$ cat src/common/atp_pkg.sv
// Constants shared by the timer clock-source and prescaler block
package atp_pkg;

    // ********************************************************
    // Register addresses
    // ********************************************************
    localparam int          ADDR_W           = 4;
    localparam int          DATA_W           = 8;
    localparam logic [3:0]  ADDR_GEN_CTRL    = 4'h0;
    localparam logic [3:0]  ADDR_ASYNC_STAT  = 4'h1;
    localparam logic [3:0]  ADDR_CLK_SEL     = 4'h2;
    localparam logic [3:0]  ADDR_COUNT       = 4'h3;

    // ********************************************************
    // Field positions
    // ********************************************************
    localparam int          BIT_SYNC_HOLD    = 7;
    localparam int          BIT_PSC_RESET    = 1;
    localparam int          BIT_ASYNC_SEL    = 3;
    localparam int          CLK_SEL_W        = 3;

    // ********************************************************
    // Reset values
    // ********************************************************
    localparam logic        RST_BIT          = 1'b0;
    localparam logic [7:0]  RST_BYTE         = 8'h00;

    // ********************************************************
    // Clock selection codes and prescaler taps
    // ********************************************************
    typedef enum logic [2:0] {
        SEL_STOP    = 3'h0,
        SEL_DIV1    = 3'h1,
        SEL_DIV8    = 3'h2,
        SEL_DIV32   = 3'h3,
        SEL_DIV64   = 3'h4,
        SEL_DIV128  = 3'h5,
        SEL_DIV256  = 3'h6,
        SEL_DIV1024 = 3'h7
    } atp_sel_t;

    localparam int          NUM_TAPS         = 6;
    // Low counter bits that must all be one for each tap
    localparam int          TAP_BITS [NUM_TAPS] = '{3, 5, 6, 7, 8, 10};
    localparam int          PSC_W            = 10;
    localparam int          TIMER_W          = 8;

endpackage : atp_pkg

$ cat src/common/atp_presc_if.sv
// Signals between the control logic and the prescaler
`timescale 1ns/1ns
interface atp_presc_if;
    logic                              srcTick;
    logic                              clrPresc;
    logic [atp_pkg::CLK_SEL_W-1:0]     clkSel;
    logic                              timerTick;

    modport ctl   (output srcTick, output clrPresc, output clkSel,
                   input timerTick);
    modport presc (input srcTick, input clrPresc, input clkSel,
                   output timerTick);
endinterface : atp_presc_if

$ cat src/atp_prescaler.sv
// Prescaler counter with fixed divide taps and clock selection
`timescale 1ns/1ns
module atp_prescaler #(
    parameter int PSC_W = atp_pkg::PSC_W
) (
    input  wire logic  ref_clk,
    input  wire logic  nrst,
    atp_presc_if.presc pif
);
    // ********************************************************
    // Checks
    // ********************************************************
    // Shorter counter cannot reach the longest tap
    if (PSC_W < atp_pkg::PSC_W) begin : g_bad_width
        $error("Prescaler too narrow for the longest tap");
    end

    logic [PSC_W-1:0]            cnt_ff;
    logic [atp_pkg::NUM_TAPS-1:0] tapHit;

    // ********************************************************
    // Counter
    // ********************************************************
    always_ff @(posedge ref_clk or negedge nrst) begin
        if (!nrst) begin
            cnt_ff <= '0;
        end else if (pif.clrPresc) begin
            cnt_ff <= '0;
        end else if (pif.srcTick) begin
            cnt_ff <= cnt_ff + {{(PSC_W-1){1'b0}}, 1'b1};
        end
    end

    // ********************************************************
    // Taps
    // ********************************************************
    generate
        for (genvar i = 0; i < atp_pkg::NUM_TAPS; i++) begin : g_tap
            localparam int W = atp_pkg::TAP_BITS[i];
            // Tap fires on the source tick that wraps its low bits
            assign tapHit[i] = pif.srcTick && !pif.clrPresc
                               && (&cnt_ff[W-1:0]);
        end
    endgenerate

    function automatic logic pickTap(
        input logic [2:0]                    sel,
        input logic                          src,
        input logic [atp_pkg::NUM_TAPS-1:0]  taps
    );
        logic r;
        r = 1'b0;
        case (sel)
            atp_pkg::SEL_STOP: r = 1'b0;
            atp_pkg::SEL_DIV1: r = src;
            default:           r = taps[sel - 3'h2];
        endcase
        return r;
    endfunction : pickTap

    assign pif.timerTick = pickTap(pif.clkSel, pif.srcTick, tapHit);

    // ********************************************************
    // Assertions
    // ********************************************************
    presc_clear_a: assert property (
        @(posedge ref_clk) disable iff (!nrst)
        pif.clrPresc |=> (cnt_ff == '0))
        else $error("Prescaler not cleared by reset bit");

    div8_phase_a: assert property (
        @(posedge ref_clk) disable iff (!nrst)
        (pif.clkSel == atp_pkg::SEL_DIV8) && pif.timerTick
        |-> (cnt_ff[2:0] == 3'h7))
        else $error("Divide by 8 tap out of phase");

endmodule : atp_prescaler

$ cat src/atp_timer_top.sv
// Timer clock source select, prescaler control and 8-bit counter
//
// Function
// - Without async select, prescaler counts every system clock cycle.
// - With async select set, prescaler counts rising edges of oscillator pin.
// - Async select detaches both oscillator pins from the general port.
// - Prescaler offers taps dividing by 8, 32, 64, 128, 256, 1024.
// - Selection also offers the undivided source and a stop setting.
// - While the prescaler reset bit is one, the prescaler is reset.
// - Synchronous mode clears the reset bit right after it is written.
// - Async mode keeps the reset bit set until the prescaler reset happens.
// - Sync hold bit set stops hardware clearing of the reset bit.
// - Timer does not count while the stop setting is selected.
// - Async select bit lives in async status register; one selects oscillator.
//
// The placing of the registers and the strobed register port were chosen for this implementation.
`timescale 1ns/1ns
module atp_timer_top #(
    parameter int TIMER_W = atp_pkg::TIMER_W
) (
    input  wire logic                       ref_clk,
    input  wire logic                       nrst,
    input  wire logic [atp_pkg::ADDR_W-1:0] regAddr,
    input  wire logic [atp_pkg::DATA_W-1:0] regWrData,
    input  wire logic                       regWr,
    input  wire logic                       regRd,
    output logic      [atp_pkg::DATA_W-1:0] regRdData,
    input  wire logic                       osc_in_pin,
    output logic                            oscPinsDetach,
    output logic      [TIMER_W-1:0]         timerCount,
    output logic                            timerTick
);
    // ********************************************************
    // Checks
    // ********************************************************
    // Count register is read back through the byte-wide bus
    if (TIMER_W != atp_pkg::DATA_W) begin : g_bad_width
        $error("Timer width must match the register width");
    end

    // ********************************************************
    // Declarations
    // ********************************************************
    logic                          syncHold_ff;
    logic                          pscReset_ff;
    logic                          asyncSel_ff;
    logic [atp_pkg::CLK_SEL_W-1:0] clkSel_ff;
    logic                          oscLast_ff;
    logic [TIMER_W-1:0]            count_ff;
    logic                          tick_ff;
    logic                          detach_ff;
    logic [atp_pkg::DATA_W-1:0]    rdData_ff;
    logic [atp_pkg::DATA_W-1:0]    nxt_rdData;
    logic                          oscRise;
    logic                          srcTick;
    logic                          wrCtrl;
    logic                          wrPscOne;
    logic                          pscClear;

    atp_presc_if pif ();

    // ********************************************************
    // Source clock
    // ********************************************************
    // Pin is taken as synchronous, so one register is enough
    always_ff @(posedge ref_clk or negedge nrst) begin
        if (!nrst) begin
            oscLast_ff <= atp_pkg::RST_BIT;
        end else begin
            oscLast_ff <= osc_in_pin;
        end
    end

    assign oscRise = osc_in_pin && !oscLast_ff;
    // Oscillator edge or every cycle
    assign srcTick = asyncSel_ff ? oscRise : 1'b1;

    // ********************************************************
    // Register writes
    // ********************************************************
    assign wrCtrl   = regWr && (regAddr == atp_pkg::ADDR_GEN_CTRL);
    assign wrPscOne = wrCtrl && regWrData[atp_pkg::BIT_PSC_RESET];
    // Reset is seen by the prescaler only on a source tick
    assign pscClear = pscReset_ff && srcTick && !syncHold_ff;

    always_ff @(posedge ref_clk or negedge nrst) begin
        if (!nrst) begin
            syncHold_ff <= atp_pkg::RST_BIT;
        end else if (wrCtrl) begin
            syncHold_ff <= regWrData[atp_pkg::BIT_SYNC_HOLD];
        end
    end

    always_ff @(posedge ref_clk or negedge nrst) begin
        if (!nrst) begin
            pscReset_ff <= atp_pkg::RST_BIT;
        end else if (wrPscOne) begin
            // A new write of one beats the hardware clear
            pscReset_ff <= 1'b1;
        end else if (wrCtrl && syncHold_ff) begin
            // Software drops the bit only while hold keeps it up
            pscReset_ff <= 1'b0;
        end else if (pscClear) begin
            pscReset_ff <= 1'b0;
        end
    end

    always_ff @(posedge ref_clk or negedge nrst) begin
        if (!nrst) begin
            asyncSel_ff <= atp_pkg::RST_BIT;
        end else if (regWr && (regAddr == atp_pkg::ADDR_ASYNC_STAT)) begin
            asyncSel_ff <= regWrData[atp_pkg::BIT_ASYNC_SEL];
        end
    end

    always_ff @(posedge ref_clk or negedge nrst) begin
        if (!nrst) begin
            clkSel_ff <= atp_pkg::SEL_STOP;
        end else if (regWr && (regAddr == atp_pkg::ADDR_CLK_SEL)) begin
            clkSel_ff <= regWrData[atp_pkg::CLK_SEL_W-1:0];
        end
    end

    // ********************************************************
    // Prescaler
    // ********************************************************
    assign pif.srcTick  = srcTick;
    // Held while the bit is one, even under sync hold
    assign pif.clrPresc = pscReset_ff && srcTick;
    assign pif.clkSel   = clkSel_ff;

    atp_prescaler #(
        .PSC_W (atp_pkg::PSC_W)
    ) u_presc (
        .ref_clk (ref_clk),
        .nrst    (nrst),
        .pif     (pif)
    );

    // ********************************************************
    // Timer counter and pin detach
    // ********************************************************
    always_ff @(posedge ref_clk or negedge nrst) begin
        if (!nrst) begin
            count_ff <= '0;
            tick_ff  <= atp_pkg::RST_BIT;
        end else begin
            tick_ff <= pif.timerTick;
            if (pif.timerTick) begin
                count_ff <= count_ff + {{(TIMER_W-1){1'b0}}, 1'b1};
            end
        end
    end

    always_ff @(posedge ref_clk or negedge nrst) begin
        if (!nrst) begin
            detach_ff <= atp_pkg::RST_BIT;
        end else begin
            detach_ff <= asyncSel_ff;
        end
    end

    // ********************************************************
    // Register reads
    // ********************************************************
    always_comb begin
        nxt_rdData = atp_pkg::RST_BYTE;
        case (regAddr)
            atp_pkg::ADDR_GEN_CTRL: begin
                nxt_rdData[atp_pkg::BIT_SYNC_HOLD] = syncHold_ff;
                nxt_rdData[atp_pkg::BIT_PSC_RESET] = pscReset_ff;
            end
            atp_pkg::ADDR_ASYNC_STAT: begin
                nxt_rdData[atp_pkg::BIT_ASYNC_SEL] = asyncSel_ff;
            end
            atp_pkg::ADDR_CLK_SEL: begin
                nxt_rdData[atp_pkg::CLK_SEL_W-1:0] = clkSel_ff;
            end
            atp_pkg::ADDR_COUNT: begin
                nxt_rdData = count_ff;
            end
            default: begin
                nxt_rdData = atp_pkg::RST_BYTE;
            end
        endcase
    end

    // Data only valid the cycle after the strobe
    always_ff @(posedge ref_clk or negedge nrst) begin
        if (!nrst) begin
            rdData_ff <= atp_pkg::RST_BYTE;
        end else if (regRd) begin
            rdData_ff <= nxt_rdData;
        end else begin
            rdData_ff <= atp_pkg::RST_BYTE;
        end
    end

    assign regRdData     = rdData_ff;
    assign oscPinsDetach = detach_ff;
    assign timerCount    = count_ff;
    assign timerTick     = tick_ff;

    // ********************************************************
    // Assertions
    // ********************************************************
    sync_source_a: assert property (
        @(posedge ref_clk) disable iff (!nrst)
        !asyncSel_ff |-> srcTick)
        else $error("Sync source does not tick every cycle");

    async_source_a: assert property (
        @(posedge ref_clk) disable iff (!nrst)
        asyncSel_ff && !(osc_in_pin && !$past(osc_in_pin)) |-> !srcTick)
        else $error("Async source ticked without oscillator edge");

    pin_detach_a: assert property (
        @(posedge ref_clk) disable iff (!nrst)
        asyncSel_ff [*2] |-> oscPinsDetach)
        else $error("Oscillator pins not detached");

    undivided_a: assert property (
        @(posedge ref_clk) disable iff (!nrst)
        (clkSel_ff == atp_pkg::SEL_DIV1) && !asyncSel_ff
        |=> (timerCount == $past(timerCount) + 8'h01))
        else $error("Undivided clock did not advance timer");

    stop_hold_a: assert property (
        @(posedge ref_clk) disable iff (!nrst)
        (clkSel_ff == atp_pkg::SEL_STOP) |=> $stable(timerCount))
        else $error("Timer counted with clock stopped");

    sync_clear_a: assert property (
        @(posedge ref_clk) disable iff (!nrst)
        wrPscOne && !syncHold_ff && !asyncSel_ff
        && !regWrData[atp_pkg::BIT_SYNC_HOLD]
        |=> pscReset_ff ##1 (!pscReset_ff || $past(regWr)))
        else $error("Reset bit not cleared right after write");

    async_keep_a: assert property (
        @(posedge ref_clk) disable iff (!nrst)
        pscReset_ff && asyncSel_ff && !srcTick && !wrCtrl
        |=> pscReset_ff)
        else $error("Reset bit dropped before prescaler reset");

    hold_keep_a: assert property (
        @(posedge ref_clk) disable iff (!nrst)
        pscReset_ff && syncHold_ff && !wrCtrl |=> pscReset_ff)
        else $error("Reset bit cleared under sync hold");

    hold_reset_a: assert property (
        @(posedge ref_clk) disable iff (!nrst)
        (pscReset_ff && syncHold_ff && !asyncSel_ff) [*2]
        |-> pif.clrPresc && !pif.timerTick
            || (clkSel_ff == atp_pkg::SEL_DIV1))
        else $error("Prescaler ran while held by sync hold");

    async_write_a: assert property (
        @(posedge ref_clk) disable iff (!nrst)
        regWr && (regAddr == atp_pkg::ADDR_ASYNC_STAT)
        && regWrData[atp_pkg::BIT_ASYNC_SEL] |=> asyncSel_ff)
        else $error("Async select write not taken");

endmodule : atp_timer_top

$ cat config.mk
export PLATFORM = sky130hd
export DESIGN_NAME = atp_timer_top
export DESIGN_NICKNAME = d
export VERILOG_FILES = /design/src/common/atp_pkg.sv /design/src/common/atp_presc_if.sv /design/src/atp_prescaler.sv /design/src/atp_timer_top.sv
export SDC_FILE = /design/constraint.sdc
export NUM_CORES = 1
export LEC_CHECK = 0
export ABC_AREA = 1
export BUFFER_PORTS_ARGS = -buffer_cell sky130_fd_sc_hd__buf_2
export CAP_MARGIN = 15
export CORE_ASPECT_RATIO = 1.4
export CORE_MARGIN = 10
export CORE_UTILIZATION = 40
export CTS_CLUSTER_DIAMETER = 200
export CTS_CLUSTER_SIZE = 10
export DETAILED_ROUTE_END_ITERATION = 7
export PLACE_DENSITY = 0.71
export RECOVER_POWER = 25
export SLEW_MARGIN = 10
export SYNTH_ARGS = -nofsm -noshare
export SYNTH_HDL_FRONTEND = slang
export SYNTH_HIERARCHICAL = 1
export SYNTH_SLANG_ARGS = --single-unit
$ cat constraint.sdc
create_clock -name ref_clk -period 6.1 [get_ports ref_clk]
set_input_delay 0.61 -clock ref_clk [delete_from_list [all_inputs] [get_ports ref_clk]]
set_output_delay 0.61 -clock ref_clk [all_outputs]
set_load 0.05 [all_outputs]
Yosys cells after proc, flatten, opt, wreduce, memory -nomap -nowiden
Index checks and enable logic that the tools add are counted.
{"block": "op_classes", "n_addsub": 3, "order_cmp": 1, "n_eq_ne": 4, "n_mux": 16, "reduce_logical": 28}
{"op": "10-bit 2-to-1 mux", "n": 2}
{"op": "1-bit logical AND", "n": 15}
{"op": "10-bit by 1-bit adder with 10-bit output, second input constant", "n": 1}
{"op": "1-bit one-hot mux with 2 select lines", "n": 5}
{"op": "10-bit AND reduction", "n": 1}
{"op": "8-bit by 1-bit adder with 8-bit output, second input constant", "n": 1}
{"op": "4-bit by 2-bit equality test with 1-bit output, second input constant", "n": 2}
{"op": "8-bit 2-to-1 mux", "n": 1}
{"op": "8-bit AND reduction", "n": 1}
{"op": "7-bit AND reduction", "n": 1}
{"op": "6-bit AND reduction", "n": 1}
{"op": "1-bit 2-to-1 mux", "n": 5}
{"op": "5-bit AND reduction", "n": 1}
{"op": "4-bit by 1-bit equality test with 1-bit output, second input constant", "n": 1}
{"op": "4-bit logical NOT", "n": 1}
{"op": "3-bit by 4-bit less-than comparator with 1-bit output, second input constant", "n": 1}
{"op": "1-bit binary-select mux with 3-bit select", "n": 1}
{"op": "3-bit by 1-bit equality test with 1-bit output, second input constant", "n": 1}
{"op": "1-bit logical NOT", "n": 3}
{"op": "3-bit logical NOT", "n": 1}
{"op": "3-bit 2-to-1 mux", "n": 1}
{"op": "1-bit one-hot mux with 3 select lines", "n": 1}
{"op": "3-bit AND reduction", "n": 1}
{"op": "3-bit nonzero test", "n": 1}
{"op": "other kinds (2)", "n": 2}
{"block": "totals", "regBits": 35, "out_inout_bits": 18, "word_cells": 62}

Longest topological paths before layout
{"block": "logic_depth", "depth_word": 10, "depth_mapped": 16}

Modules after synthesis
The synthesis kept the hierarchy.
{"mod": "atp_timer_top", "instances": 1, "cells_per_inst": 124, "area_per_inst_um2": 1104.8}
{"mod": "atp_prescaler", "instances": 1, "cells_per_inst": 95, "area_per_inst_um2": 688.2}

Worst setup path before layout
Ideal clock, no wire load.
{"block": "synth_timing", "path_type": "input to register", "start": "in osc_in_pin", "end": "reg count_ff[6] (netlist: timerCount[6])", "setup_ns": 0.120, "t_arrival_ns": 1.944, "required_ns": 5.980, "setup_slack_ns": 4.036, "stages": 12, "cell_sequence": "a21oi_1 > nor2_1 > inv_2 > nand2_1 > o21ai_0 > nand3_1 > nor2_2 > nand2_2 > nor3_2 > nand3_1 > nand2_1 > nand2_1"}
{"block": "synth_between", "elab_chain_cells": 9, "word_cells_on_any_way": 14}
{"item": "start: declaration", "line_no": "atp_timer_top.sv:28", "rtl": "input wire logic osc_in_pin,"}
{"item": "1-bit logical AND (*)", "line_no": "atp_timer_top.sv:74", "rtl": "assign oscRise = osc_in_pin && !oscLast_ff;"}
{"item": "1-bit 2-to-1 mux (*)", "line_no": "atp_timer_top.sv:76", "rtl": "assign srcTick = asyncSel_ff ? oscRise : 1'b1;"}
{"item": "1-bit logical AND (*)", "line_no": "atp_timer_top.sv:129", "rtl": "assign pif.clrPresc = pscReset_ff && srcTick;"}
{"item": "net pif.clrPresc", "line_no": "atp_presc_if.sv:5", "rtl": "logic clrPresc;"}
{"item": "1-bit logical NOT (*)", "line_no": "atp_prescaler.sv:41", "rtl": "assign tapHit[i] = pif.srcTick && !pif.clrPresc"}
{"item": "1-bit logical AND (*)", "line_no": "atp_prescaler.sv:41"}
{"item": "1-bit logical AND", "line_no": "atp_prescaler.sv:42", "rtl": "&& (&cnt_ff[W-1:0]);"}
{"item": "1-bit binary-select mux with 3-bit select (*)", "line_no": "atp_prescaler.sv:56", "rtl": "default: r = taps[sel - 3'h2];"}
{"item": "1-bit 2-to-1 mux (implied by the code) (*)", "line_no": "atp_prescaler.sv:56"}
{"item": "1-bit one-hot mux with 2 select lines (*)", "line_no": "atp_prescaler.sv:53", "rtl": "case (sel)"}
{"item": "net pif.timerTick", "line_no": "atp_presc_if.sv:7", "rtl": "logic timerTick;"}
{"item": "end signal: assignment", "line_no": "atp_timer_top.sv:150", "rtl": "count_ff <= count_ff + {{(TIMER_W-1){1'b0}}, 1'b1};"}
{"item": "end: declaration", "line_no": "atp_timer_top.sv:49", "rtl": "logic [TIMER_W-1:0] count_ff;"}
The timed path passes the listed nets; every way through them passes the cells marked *. The select of a mux whose other input is x is not followed.
A chain may end at the register's enable or synchronous reset.

Worst setup path after layout
{"block": "layout_timing", "start": "reg u_presc.cnt_ff[0]", "end": "reg count_ff[6] (netlist: timerCount[6])"}
{"block": "layout_between", "elab_chain_cells": 5, "word_cells_on_any_way": 15}
{"item": "start: declaration", "line_no": "atp_prescaler.sv:18", "rtl": "logic [PSC_W-1:0] cnt_ff;"}
{"item": "start signal: assignment", "line_no": "atp_prescaler.sv:30", "rtl": "cnt_ff <= cnt_ff + {{(PSC_W-1){1'b0}}, 1'b1};"}
{"item": "10-bit AND reduction, or another cell as far along", "line_no": "atp_prescaler.sv:42"}
{"item": "1-bit logical AND", "line_no": "atp_prescaler.sv:42"}
{"item": "1-bit binary-select mux with 3-bit select (*)", "line_no": "atp_prescaler.sv:56"}
{"item": "1-bit 2-to-1 mux (implied by the code) (*)", "line_no": "atp_prescaler.sv:56"}
{"item": "1-bit one-hot mux with 2 select lines (*)", "line_no": "atp_prescaler.sv:53"}
{"item": "net pif.timerTick", "line_no": "atp_presc_if.sv:7"}
Marks and branches as above.

==> results.md <==
- Outcome: complete, but fails checks
- Failing checks: max-capacitance violations, max-slew violations
- Post-route non-filler standard cell count: 317
- Initial DRC Count: 28
- H-tree Lvls: 2
- Fmax: 0.413 GHz
- Reg2reg start: u_presc/cnt_ff[0]
- Yosys warns: 6
- Grt total ovfl: 0
- Worst slack at placement: 3450 ps
- Residual DRC: 0
- CTS tree: done
- Post-synth EDFFs: 0
- Global-route wire length before repair: just under 7000 um
- Met2 routed WL: 2120 um
- CP arrival: 2600 ps
- # Max-Cap Violations: 1
- Maximum VDD drop: 245 uV
- DR vias/cell: about 4.6
- RR Endpoint: timerCount[6]
- Most numerous cell in the Yosys netlist: nand2_1
- Combinational power share: ~28%
- Share of cells above drive strength 1: 23.7%
- Die Height: 99.2 um
- Netlist Area Pre-Place: 1790 um^2
- PwrDens: 381 nW/um^2
- Compound-gate portion of the synthesized area: 4.95%
- Worst skew pair latency: between 200 and 300 ps
- Top-area cell type share of the netlist area: between 40% and 50%
- DIE AREA: 7600 um^2
- Clock Tree Buf Depth: 2
- Worst hold path stage count: 0
- Flop pwr share: 41.2%
- CP Capture Type: flop
- Post-synth ARST share: 100%
- Register area share after synthesis: approximately half
- Final Skew: 5.66 ps
- Endpoints failing hold: 0
- Worst EP required: 6290 ps
- Antenna cell count: 0
- M1 WL: 1460 um
- Synth cell types: 21
- Xor and xnor fraction of the mapped netlist area: around 2.4%
- Simple-gate share of the synthesized area: 32.8%
- Worst slew pin tran: 1850 ps
- Post-layout util: between 50% and 60%
- Area contributors post-synth: dfrtp_1 (49%), nand2_1 (13%), inv_1 (6.7%)
- Port Buf Inserts: 31
- Initial core utilization: between 40% and 50%
- Layout area overhead: 19.9%
- Post-route minimum period: 2420 ps
- Synth top cells by count: nand2_1 (63), dfrtp_1 (35), inv_1 (32)
- CORE AREA: 4270 um^2
- Largest family of logic cells by synthesized area: simple AND/OR/NAND/NOR gates
- CTS root buffer: clkbuf_8
- Post-Syn Nets: 240
- RSZ-0062 raised after global routing: false
- Hold path endpoint: oscPinsDetach
- Die X: 76.6 um
- Mux share of post-synthesis cell area: 0%
- TritonCTS Buffers: 5
- Post-Synth Adder-Cell Area: 2.79%
- Avg WL per Cell: about 12 um
- Worst Setup Start Kind: flop
- Synth area leader: dfrtp_1
- Top sig layer: met4
- Routed wl met3: roughly 190 um
- Hold Path Class: flop to flop
- Largest net degree at the start of global routing: 36
- #FFs+latches synth: 35
- Cell total after placement: 309
- Final nets: 277
- Power Internal: 0.000515 W
- Endpoints failing setup: 0
- Vias: roughly 1500
- Final ANT Viol Nets: 0
- Switch share: between 30% and 40%
- Worst Hold Launch: asyncSel_ff
- Post-CTS Setup Inserts: 0
- HPWL Detailed: 3020 um
- R2R setup slack: 3680 ps
- Setup Total Neg Slack: 0 ps
- Row Count: 28
- Clk network pwr share: a little under a third
- Worst-path fanout max: 6
- Period utilization: 39.7%
- Max Slew Vio Count: 36
- Total I/O pin count: 35
- Post-layout worst setup margin: 3680 ps
- Gr usage total: 10.7%
- Post_cts resized: 0
- Clock transition at path regs: 80 ps
- Net Sw Power: 0.000304 W
- Cts-stage hold buffer count: 0
- Routed wire length: 3830 um
- Drt first pass iters: 4
- CTS Sinks: 35
- Vias in the first global route: 1525
- Reg2Reg Depth: 15
- Initial antenna violation count: 0
- Slew HR: -23.2%
- Ys flop type: dfrtp_1
- Kind of critical path: flop to flop
- Pleak: 1.16 nW
- Mapped Avg Cell Area: a little over 8 um^2
- GPL Wtd Cong: 0.801
- Gate count of the mapped netlist: 219
==> cells in the final DEF, fill, tap and decap left out <==
cell | synthesis | layout
a21oi_1 | 5 | 5
buf_2 | 0 | 29
bufinv_16 | 0 | 2
clkbuf_1 | 0 | 2
clkbuf_8 | 0 | 5
clkinvlp_4 | 0 | 1
dfrtp_1 | 35 | 35
ha_1 | 4 | 4
inv_1 | 32 | 32
inv_2 | 5 | 5
nand2_1 | 63 | 63
nand2_2 | 2 | 2
nand3_1 | 20 | 20
nand3_2 | 6 | 6
nand4_1 | 3 | 3
nand4_2 | 1 | 1
nor2_1 | 15 | 15
nor2_2 | 5 | 5
nor2_4 | 3 | 3
nor3_2 | 1 | 1
nor3_4 | 1 | 1
o21ai_0 | 8 | 8
o21ai_1 | 1 | 1
o22ai_1 | 3 | 3
xor2_1 | 5 | 5
==> logic make-up after synthesis <==
logic type,after synthesis
AND/OR/NAND/NOR,120
buffers and inverters,38
XOR/XNOR,5
AO/OA/AOI/OAI,17
flip-flops,35
adder cells (fa/ha/maj),4
==> worst max path at each step <==
| stage | startpoint | end | slack [ps] | cells after the start |
|---|---|---|---|---|
| final | u_presc/cnt_ff[0] | timerCount[6] | 3680 | 15 |
| after global routing | u_presc/cnt_ff[0] | timerCount[6] | 3420 | 15 |
| after CTS | u_presc/cnt_ff[0] | timerCount[6] | 3670 | 15 |
| after detailed placement | osc_in_pin | timerCount[6] | 3450 | 13 |
| after global placement | osc_in_pin | timerCount[6] | 3480 | 13 |
| after floorplan | osc_in_pin | timerCount[6] | 4040 | 12 |
==> layer usage <==
metal | up-vias | global-route usage, %
met4 | 0 | 5.02
met3 | 7 | 3.33
met5 | - | 0
met2 | 29 | 20.3
li1 | 760 | -
met1 | 672 | 10.1
==> through the flow <==
step	area, um^2	hold slack (ps)	total power [W]
floorplan	1790	314	0.000514
global placement	2020	411	0.000569
detailed placement	2020	416	0.000575
CTS	2150	422	0.000827
global route	2150	445	0.000868
finish	2150	428	0.000819
==> flip-flops by register name, summed over array words and instances, names as in the netlist <==
signal and flops:
timerCount 8, u_presc/cnt_ff 10, asyncSel_ff 1, syncHold_ff 1
oscLast_ff 1, regRdData 8, pscReset_ff 1, oscPinsDetach 1
clkSel_ff 3, timerTick 1
==> critical path, cell delays in order (launching register included) <==
cell	delay (ps)
dfrtp_1	420
ha_1	220
nand2_1	100
nor2_4	140
ha_1	170
inv_1	40
nand3_1	50
nand3_1	70
nand2_1	60
nand3_1	80
nor2_2	300
nand2_2	130
nor3_2	280
nand3_1	130
nand2_1	90
nand2_1	50
==> area by class of cell <==
cell class	count	area (um^2)
flip-flops and latches	35	876
multi-input cells	146	771
clock inverters	3	67.6
repair buffers	31	153
fillers	434	2120
inverters	37	139
well taps	60	75.1
clock buffers	5	68.8
==> power groups by stage <==
| stage | sequential [W] | combinational (W) | clock [W] |
|---|---|---|---|
| after floorplan | 0.000386 | 0.000127 | 0 |
| after global placement | 0.000340 | 0.000230 | 0 |
| after detailed placement | 0.000341 | 0.000234 | 0 |
| after CTS | 0.000337 | 0.000235 | 0.000255 |
| after global routing | 0.000345 | 0.000262 | 0.000261 |
| final | 0.000338 | 0.000231 | 0.000250 |
Note: power is estimated with default switching activity, not from simulation.
